`config.mk`:
```
export PLATFORM = sky130hd
export DESIGN_NAME = lbx_exec
export DESIGN_NICKNAME = d
export VERILOG_FILES = /design/src/inc/lbx_pkg.sv /design/src/lbx_branch_cond.sv /design/src/lbx_exec.sv
export VERILOG_INCLUDE_DIRS = /design/src /design/src/inc
export SDC_FILE = /design/constraint.sdc
export NUM_CORES = 1
export LEC_CHECK = 0
export BUFFER_PORTS_ARGS = -buffer_cell sky130_fd_sc_hd__buf_2
export CORE_ASPECT_RATIO = 0.75
export CORE_MARGIN = 3
export CORE_UTILIZATION = 55
export DETAILED_ROUTE_END_ITERATION = 10
export PLACE_DENSITY = 0.82
export SLEW_MARGIN = 20
export SYNTH_ARGS = -nofsm -noshare
export SYNTH_HDL_FRONTEND = slang
export SYNTH_SLANG_ARGS = --single-unit
export TNS_END_PERCENT = 20
```
`constraint.sdc`:
```
create_clock -name ref_clk -period 6.3 [get_ports ref_clk]
set_input_delay 1.26 -clock ref_clk [delete_from_list [all_inputs] [get_ports ref_clk]]
set_output_delay 1.26 -clock ref_clk [all_outputs]
set_load 0.1 [all_outputs]
```
`src/inc/lbx_regs.svh`:
```
/*
  timing-free constants for the logic and branch execution block: opcode
  and field encodings, field positions and reset values.
  assumes nothing beyond a standard preprocessor.
*/
`ifndef LBX_REGS_SVH
`define LBX_REGS_SVH

`define LBX_OP_SPECIAL      6'h00
`define LBX_FN_AND          6'h24
`define LBX_OP_AND_IMMEDIATE_OP         6'h0c
`define LBX_OP_BEQ          6'h04
`define LBX_OP_EQUAL_BRANCH_LIKELY         6'h14
`define LBX_OP_REGISTER_IMMEDIATE_GROUP       6'h01
`define LBX_RT_NONNEGATIVE_BRANCH         5'h01
`define LBX_RT_NONNEGATIVE_BRANCH_LINK       5'h11
`define LBX_OP_COP_HI       4'h4
`define LBX_COP_BC          5'h08
`define LBX_BC_F            5'h00
`define LBX_BC_T            5'h01
`define LBX_BC_FL           5'h02
`define LBX_BC_TL           5'h03
`define LBX_LINK_REG        5'h1f
`define LBX_OP_POS          26
`define LBX_RS_POS          21
`define LBX_RT_POS          16
`define LBX_RD_POS          11
`define LBX_PC_RESET        64'h0
`define LBX_LINK_OFFSET     64'h8
`define LBX_SLOT_OFFSET     64'h4

`endif

```
`src/inc/lbx_pkg.sv`:
```
/*
  types shared by the logic and branch execution block.
  assumes lbx_regs.svh is on the include path for the numbers.
*/
package lbx_pkg;
  typedef struct packed {
    logic        valid;
    logic [63:0] pc;
    logic [31:0] word;
  } lbx_issue_t;

  typedef struct packed {
    logic        we;
    logic [4:0]  addr;
    logic [63:0] data;
  } lbx_wb_t;

  typedef struct packed {
    logic        valid;
    logic [63:0] target;
  } lbx_redirect_t;
endpackage

```
`src/lbx_branch_cond.sv`:
```
/*
  branch condition evaluator: decides taken and likely for one issued word.
  assumes register operands and the sampled flag are settled in the same cycle.
*/
`timescale 1ns/1ps
`include "lbx_regs.svh"
module lbx_branch_cond (
  // decoded word
  input  wire logic [31:0] word,
  input  wire logic [63:0] rs_val,
  input  wire logic [63:0] rt_val,
  input  wire logic        mode64,
  input  wire logic        cond_flag_prev,
  // decision
  output logic             is_branch,
  output logic             is_cop_branch,
  output logic             is_likely,
  output logic             is_link,
  output logic             taken
);
  logic [5:0] op;
  logic [4:0] rsf;
  logic [4:0] rtf;
  logic       sign;

  always_comb begin
    op            = word[31:26];
    rsf           = word[25:21];
    rtf           = word[20:16];
    sign          = mode64 ? rs_val[63] : rs_val[31];
    is_branch     = 1'b0;
    is_cop_branch = 1'b0;
    is_likely     = 1'b0;
    is_link       = 1'b0;
    taken         = 1'b0;
    if (op == `LBX_OP_BEQ || op == `LBX_OP_EQUAL_BRANCH_LIKELY) begin
      is_branch = 1'b1;
      is_likely = (op == `LBX_OP_EQUAL_BRANCH_LIKELY);
      taken     = (rs_val == rt_val); // RULE11
    end else if (op == `LBX_OP_REGISTER_IMMEDIATE_GROUP && (rtf == `LBX_RT_NONNEGATIVE_BRANCH || rtf == `LBX_RT_NONNEGATIVE_BRANCH_LINK)) begin
      is_branch = 1'b1;
      is_link   = (rtf == `LBX_RT_NONNEGATIVE_BRANCH_LINK);
      taken     = ~sign; // RULE12
    end else if (op[5:2] == `LBX_OP_COP_HI && rsf == `LBX_COP_BC && rtf[4:2] == 3'h0) begin
      is_branch     = 1'b1;
      is_cop_branch = 1'b1;
      is_likely     = rtf[1]; // RULE6 RULE8
      // bit 0 selects true versus false sense
      taken         = rtf[0] ? cond_flag_prev : ~cond_flag_prev; // RULE5 RULE7
    end
  end
endmodule // lbx_branch_cond

```
`src/lbx_exec.sv`:
```
/*
  logic and branch execution stage: register and immediate AND, coprocessor
  flag branches, equality branches and the non-negative branch with link.
  assumes the fetch side issues one word per valid cycle with its pc, and
  that register operands arrive combinationally from the register file.
*/
// Overview of operation
// RULE1 - the register AND writes rs AND rt into rd.
// RULE2 - the immediate AND zero-extends the 16-bit immediate, ANDs it with rs and writes rt.
// RULE3 - branch targets are the sign-extended offset times four plus the delay slot address.
// RULE4 - a taken branch redirects the pc only after the delay slot word has issued.
// RULE5 - the false coprocessor branch is taken when the flag sampled one word earlier is clear.
// RULE6 - the likely false coprocessor branch nullifies the delay slot when not taken.
// RULE7 - the true coprocessor branch is taken when the flag sampled one word earlier is set.
// RULE8 - the likely true coprocessor branch nullifies the delay slot when not taken.
// RULE9 - software keeps one word between a flag change and a flag branch.
// RULE10 - any coprocessor branch raises coprocessor unusable when the coprocessor is disabled.
// RULE11 - the equality branches are taken when rs equals rt, the likely one nullifying otherwise.
// RULE12 - the non-negative branch is taken when the sign bit of rs is clear, 31 or 63 by mode.
// RULE13 - the linking non-negative branch always writes pc plus 8 into register 31.
// RULE14 - rs equal to 31 in the linking form is neither detected nor trapped.
// RULE15 - an exception in a delay slot records the branch address as the return point.
// RULE16 - in 64-bit mode the register AND covers 64 bits and the immediate AND clears 63 to 16.
`timescale 1ns/1ps
`include "lbx_regs.svh"
module lbx_exec
  import lbx_pkg::*;
(
  // clock and reset
  input  wire logic                   ref_clk,
  input  wire logic                   rst_n,
  // issue from fetch
  input  wire lbx_pkg::lbx_issue_t    issue,
  input  wire logic                   mode64,
  // register file read
  input  wire logic [63:0]            rs_val,
  input  wire logic [63:0]            rt_val,
  // coprocessor side
  input  wire logic                   coprocessor_condition_flag,
  input  wire logic                   cop_usable,
  input  wire logic                   slot_exception,
  // results
  output lbx_pkg::lbx_wb_t            wb,
  output lbx_pkg::lbx_redirect_t      redirect,
  output logic                        nullify,
  output logic                        cop_unusable_exc,
  output logic                        exc_valid,
  output logic [63:0]                 exception_return_pointer
);
  import lbx_pkg::*;

  logic [5:0]  op;
  logic [5:0]  fn;
  logic [4:0]  rsf;
  logic [4:0]  rtf;
  logic [4:0]  rdf;
  logic [15:0] imm;
  logic [63:0] target;
  logic        is_branch;
  logic        is_cop_branch;
  logic        is_likely;
  logic        is_link;
  logic        taken;
  logic        cond_prev_q;
  logic        slot_pending_q;
  logic        slot_taken_q;
  logic        slot_likely_q;
  logic [63:0] slot_target_q;
  logic [63:0] branch_pc_q;
  lbx_wb_t     wb_d;
  lbx_wb_t     wb_q;
  lbx_redirect_t redirect_q;
  logic        nullify_q;
  logic        cop_exc_q;
  logic        exc_q;
  logic [63:0] epc_q;
  logic        branch_go;

  assign op  = issue.word[31:`LBX_OP_POS];
  assign fn  = issue.word[5:0];
  assign rsf = issue.word[25:`LBX_RS_POS];
  assign rtf = issue.word[20:`LBX_RT_POS];
  assign rdf = issue.word[15:`LBX_RD_POS];
  assign imm = issue.word[15:0];

  // delay slot address is pc plus 4
  assign target = issue.pc + `LBX_SLOT_OFFSET + {{46{imm[15]}}, imm, 2'b00}; // RULE3

  lbx_branch_cond u_cond (
    .word           (issue.word),
    .rs_val         (rs_val),
    .rt_val         (rt_val),
    .mode64         (mode64),
    .cond_flag_prev (cond_prev_q),
    .is_branch      (is_branch),
    .is_cop_branch  (is_cop_branch),
    .is_likely      (is_likely),
    .is_link        (is_link),
    .taken          (taken)
  );

  // a coprocessor branch that traps does not act as a branch
  assign branch_go = issue.valid && is_branch && !(is_cop_branch && !cop_usable); // RULE10

  // flag is caught each issued word so a branch sees the value from the word before
  always_ff @(posedge ref_clk) begin
    if (!rst_n) begin
      cond_prev_q <= 1'b0;
    end else if (issue.valid) begin
      cond_prev_q <= coprocessor_condition_flag; // RULE5 RULE7 RULE9
    end
  end

  // write-back selection
  always_comb begin
    wb_d      = '0;
    wb_d.addr = rdf;
    // an interrupted slot word must not complete; it runs again after the return
    if (issue.valid && !slot_nullify_now() && !slot_exception) begin // RULE15
      if (op == `LBX_OP_SPECIAL && fn == `LBX_FN_AND) begin
        wb_d.we = 1'b1;
        wb_d.addr = rdf;
        // full width AND; 32-bit mode uses the low half of the same value
        wb_d.data = rs_val & rt_val; // RULE1 RULE16
      end else if (op == `LBX_OP_AND_IMMEDIATE_OP) begin
        wb_d.we = 1'b1;
        wb_d.addr = rtf;
        wb_d.data = {48'h0, imm & rs_val[15:0]}; // RULE2 RULE16
      end else if (branch_go && is_link) begin
        // written whether taken or not; rs of 31 is not checked
        wb_d.we = 1'b1;
        wb_d.addr = `LBX_LINK_REG;
        wb_d.data = issue.pc + `LBX_LINK_OFFSET; // RULE13 RULE14
      end
    end
  end

  function automatic logic slot_nullify_now();
    slot_nullify_now = slot_pending_q && slot_likely_q && !slot_taken_q;
  endfunction

  always_ff @(posedge ref_clk) begin
    if (!rst_n) begin
      wb_q <= '0;
    end else begin
      wb_q <= wb_d;
    end
  end

  // branch decision is held until the slot word issues
  always_ff @(posedge ref_clk) begin
    if (!rst_n) begin
      slot_pending_q <= 1'b0;
      slot_taken_q   <= 1'b0;
      slot_likely_q  <= 1'b0;
      slot_target_q  <= `LBX_PC_RESET;
      branch_pc_q    <= `LBX_PC_RESET;
    end else if (issue.valid) begin
      slot_pending_q <= branch_go && !slot_pending_q;
      slot_taken_q   <= taken;
      slot_likely_q  <= is_likely;
      slot_target_q  <= target;
      branch_pc_q    <= issue.pc;
    end
  end

  // redirect and nullify fire with the slot word
  always_ff @(posedge ref_clk) begin
    if (!rst_n) begin
      redirect_q <= '0;
      nullify_q  <= 1'b0;
    end else begin
      redirect_q.valid  <= issue.valid && slot_pending_q && slot_taken_q && !slot_exception; // RULE4
      redirect_q.target <= slot_target_q; // RULE3
      nullify_q         <= issue.valid && slot_nullify_now(); // RULE6 RULE8 RULE11
    end
  end

  // exceptions
  always_ff @(posedge ref_clk) begin
    if (!rst_n) begin
      cop_exc_q <= 1'b0;
      exc_q     <= 1'b0;
      epc_q     <= `LBX_PC_RESET;
    end else begin
      cop_exc_q <= issue.valid && is_cop_branch && !cop_usable; // RULE10
      exc_q     <= issue.valid && (slot_exception || (is_cop_branch && !cop_usable));
      if (issue.valid && slot_exception) begin
        // return to the branch so branch and slot both run again
        epc_q <= slot_pending_q ? branch_pc_q : issue.pc; // RULE15
      end else if (issue.valid && is_cop_branch && !cop_usable) begin
        epc_q <= issue.pc;
      end
    end
  end

  assign wb                       = wb_q;
  assign redirect                 = redirect_q;
  assign nullify                  = nullify_q;
  assign cop_unusable_exc         = cop_exc_q;
  assign exc_valid                = exc_q;
  assign exception_return_pointer = epc_q;
endmodule // lbx_exec

```
* Yosys cells after proc, flatten, opt, wreduce, memory -nomap -nowiden
Cells that the tools add are included.
Storage, ports and cells: bits in registers 334, bits of input ports 231, output and inout port bits 202, logic and storage cells 88
Operators by class: add/sub/neg operators 3, equal/unequal tests 10, multiplexer cells 22, bitwise logic cells 4, reduce and logical (&&, ||, !) cells 34
Operator list (count):
- 2-to-1 mux 70 bit | 3
- 2-to-1 mux 64 bit | 3
- 2-to-1 mux 69 bit | 1
- adder 64 x 3 -> 64 bit (second input constant) | 1
- adder 64 x 4 -> 64 bit (second input constant) | 1
- adder 64 bit | 1
- AND 64 bit | 1
- equality test 64 bit | 1
- logical AND 1 bit | 21
- AND 16 bit | 1
- 2-to-1 mux 1 bit | 15
- equality test 6 x 1 -> 1 bit (second input constant) | 1
- equality test 6 x 3 -> 1 bit (second input constant) | 1
- equality test 6 x 4 -> 1 bit (second input constant) | 1
- equality test 6 x 5 -> 1 bit (second input constant) | 1
- equality test 6 bit (second input constant) | 1
- logical NOT 1 bit | 6
- logical NOT 6 bit | 1
- equality test 5 x 1 -> 1 bit (second input constant) | 1
- equality test 5 x 4 -> 1 bit (second input constant) | 1
- equality test 5 bit (second input constant) | 1
- equality test 4 x 3 -> 1 bit (second input constant) | 1
- logical NOT 3 bit | 1
- logical OR 1 bit | 3
- 3 further kinds | 4

* Logic depth before layout (Yosys ltp)
depth after elaboration 14, gate-level depth with buffers 14, mapped depth without buffers 14

* By module
Synthesis repeated with hierarchy kept, for this count alone.
Unflattened totals: cell total of the unflattened synthesis 2047, area total of the unflattened synthesis 18257.5 µm²
Modules (own cells, without submodules):
- lbx_exec | instances 1, cells an instance 1944, area an instance 17438.0 µm², seq. area each 6646.4 µm²
- lbx_branch_cond | instances 1, cells an instance 103, area an instance 819.5 µm², seq. area each 0.0 µm²

* Worst setup path before layout
OpenSTA, ideal clock, no wires.
path type input-to-reg, start point input port issue[1] (netlist bit), end point register slot_target_q[55], library setup time 0.122 ns, arrival 4.048 ns, data required time 6.178 ns, path slack 2.131 ns, stages 12, buffers on the path 0, path through ha_1 -> ha_1 -> fa_1 -> a21o_2 -> a31oi_1 -> o41a_1 -> a211o_1 -> a2111o_1 -> nand3_2 -> a21bo_4 -> a31o_2 -> a221o_1
On the way: cells in the longest elaborated chain, start to end 1
RTL lines:
- start: declaration | line lbx_exec.sv:33 | input wire lbx_pkg::lbx_issue_t issue,
- adder 64 bit | line lbx_exec.sv:87 | assign target = issue.pc + `LBX_SLOT_OFFSET + {{46{imm[15]}}, imm, 2'b00};
- end signal: assignment | line lbx_exec.sv:156 | slot_target_q <= `LBX_PC_RESET;
- end signal: assignment | line lbx_exec.sv:162 | slot_target_q <= target;
- end: declaration | line lbx_exec.sv:68 | logic [63:0] slot_target_q;
Every way passes these cells. A chain may end at the register's enable or synchronous reset.

* Worst setup path in the final report
start point input port issue[15] (netlist bit), end point register slot_target_q[62]
Same word-level chain as after synthesis.

==> results.md <==
* Fin crit share at 74.7%
* ANT nets after route at 0
* Vias per inst at 6.02
* Non-filler cells, final at 2828
* Core region area at 0.0317 mm^2
* Status: complete, no violations
* Layout area overhead at 20.2%
* Ys Warns at 0
* Root Driver: clkbuf_16
* Cells after Synth at 1997
* Fin. Hold Viols at 0
* Fill cell count at 2631
* Crit-path max FO at 21
* Depth of the worst register-to-register path at 7
* Die width at 215 um
* Hold depth at 1
* Asr flop ratio synth at 0%
* Num rows at 56
* Post-CTS Setup Bufs at 0
* Drt total wl at 62900 um
* Number of nets in the layout at 2783
* Syn nets at 2415
* IO Port Bufs at 432
* Ys flop type: dfxtp_1
* Lkg Pwr at 0.0105 uW
* Post-DP HPWL at 47900 um
* Avg Cell Area, Syn at 9.00 um^2
* Worst IR Drop VDD at 0.254 mV
* Initial Util at 56.6%
* Post-synth EDFFs at 0
* Multi-input logic area at 0.0108 mm^2
* Post-cts sizing count at 0
* Max-slew violations at 0
* Inserted Clock Buffers at 34
* Total gr overflow at 0
* Routed len/inst at 22.3 um
* Unique masters post-synth at 79
* Critical Path RT at 6.72 ns
* Cell count after placement at 2764
* Clock-pin transition on the worst setup and hold timing paths at 0.06 ns
* Fin Setup TNS at 0 ns
* Skew-Pair Late Insertion Delay at 0.53 ns
* First-pass GRT wire length at 93800 um
* Minimum clock period at 4.71 ns
* Critical path launch point type: primary input
* TritonCTS clock tree: built
* Most frequent cells in the layout: buf_2, dfxtp_1, nor2_1
* Critical path capture point type: flop
* First-pass DRT Iterations at 6
* Final Skew at 0.0129 ns
* GPL Wtd Cong at 0.976
* Die area at 0.0349 mm^2
* WHS at 0.452 ns
* Commonest non-fill, non-tap cell in the layout: buf_2
* DRC viols at 0
* CTS Buffer Depth at 3
* Max-cap violations at 0
* Setup CP Type: in -> reg
* # hold bufs at CTS at 0
* H-tree depth reported by CTS at 2
* Worst Hold Class: reg -> reg
* Vias in the first global route at 16343
* IO Count at 433
* FF+latch area at 0.00665 mm^2
* Slew @ Worst Pin at 1.13 ns
* DR vias at 17024
* RSZ-0062 raised after global routing: false
* Overall fraction of global-route tracks in use at 34.1%
* Initial antenna violation count at 6
* Fmax at 212 MHz
* Seq/Total Area, Yosys at 37.0%
* Die Ht at 163 um
* Worst Path Arrival at 5.12 ns
* Largest net degree at the start of global routing at 91
* Rel. slew slack at 23.7%
* Iter 0 DRT Violations at 1477
* PwrDens at 279 mW/mm^2
* Clock sinks at 332
* Final Setup Violations at 0
* Area of the mapped netlist at 0.0180 mm^2
* Share of cells above drive strength 1 at 22.3%
* FF+latch count, synth at 332
## Yosys cell counts (all sizes together) (3+ instances only)
master	count	area share, %
nand3	51	1.4
nand4	37	1.3
a211o	3	0.15
mux2i	156	8.7
a221o	5	0.28
o31ai	4	0.17
buf	18	0.49
dfxtp	332	37
nand2	143	3.0
and3	22	0.77
a21boi	4	0.17
clkbuf	98	2.0
nor2b	4	0.14
nor2	223	4.7
a32oi	16	0.78
a21o	36	1.6
xor2	55	2.7
or3	7	0.24
a221oi	4	0.19
o211ai	10	0.42
a21oi	108	3.1
o2111ai	4	0.19
nor4	27	0.94
or2	5	0.17
a311oi	5	0.24
xnor2	47	2.3
o221ai	3	0.15
nand2b	9	0.31
nor3	24	0.72
and4	7	0.34
and2	74	2.6
a22oi	8	0.33
a31oi	9	0.31
o221a	6	0.38
a211oi	78	3.3
ha	186	13
o21a	4	0.17
o21ai	78	2.2
o21bai	16	0.67
inv	34	0.71
## power breakdown
part           total, uW  leakage [uW]  switching [uW]  internal, uW
clock               2170      0.000581             872          1300
sequential          2300       0.00272            68.3          2230
combinational       1560       0.00715            1100           457
total               6030        0.0105            2040          3990
## flip-flops by register name, indices dropped and copies added, names as in the netlist, 62 cells and up
signal / cells
wb: 70
redirect: 65
branch_pc_q: 62
slot_target_q: 64
exception_return_pointer: 64
## metal layers
layer	share of wire, %	global-route usage (%)
met1	40	42.8
met2	47	57.4
met4	5.1	16.4
met5	0.10	0
met3	7.7	6.01
## worst max-delay path, stage by stage
cell,delay [ns]
buf_2,0.45
buf_4,0.38
ha_1,0.29
ha_1,0.41
a21oi_1,0.26
o21ai_1,0.16
a21o_1,0.21
a221oi_1,0.34
o21ai_1,0.14
a221o_1,0.41
a221oi_1,0.35
o21ai_0,0.14
a221o_1,0.30
## cell type report
cell class / count / area share, %
timing repair buffer: 448 / 10.6
tap: 435 / 2.52
multi-input combinational: 1514 / 49.9
sequential: 332 / 30.8
inverter: 35 / 0.620
antenna: 3 / 0.0347
clock buffer: 47 / 4.54
clock inverter: 14 / 0.979
## kinds of logic (layout without fill, tap and decap cells)
family / Yosys count / in the layout / share of synthesized area [%]
and+or+nand+nor: 646 / 646 / 17.2
other: 0 / 3 / 0
buffers and inverters: 151 / 544 / 3.26
adders and majority gates: 187 / 187 / 13.1
AOI/OAI and AO/OA: 422 / 422 / 15.8
muxes: 157 / 157 / 8.75
DFF: 332 / 332 / 37.0
xor gates and xnor gates: 102 / 102 / 4.97
## per-stage QoR
stage                     setup WS, ns  total power, uW  cell area (um^2)  util (%)
final                             1.59             6030             21600      68.1
after CTS                         1.70             6030             21600      68.1
after detailed placement          1.14             3880             20400      64.3
after global placement            1.30             3860             20400      64.3
after floorplan                   2.13             3440             18000         -
after global routing              1.42             6250             21600      68.1
## path summary, 6_finish.rpt
kind / from / end / slack (ns)
setup / recovery: issue[15] / slot_target_q[62]$_SDFFE_PN0P_ / 1.59
hold / removal: slot_target_q[25]$_SDFFE_PN0P_ / redirect[25]$_SDFF_PN0_ / 0.45
setup reg to reg: slot_taken_q$_SDFFE_PN0P_ / wb[33]$_SDFF_PN0_ / 3.74
hold reg to reg: slot_target_q[25]$_SDFFE_PN0P_ / redirect[25]$_SDFF_PN0_ / 0.45
Note: power is estimated with default switching activity, not from simulation.
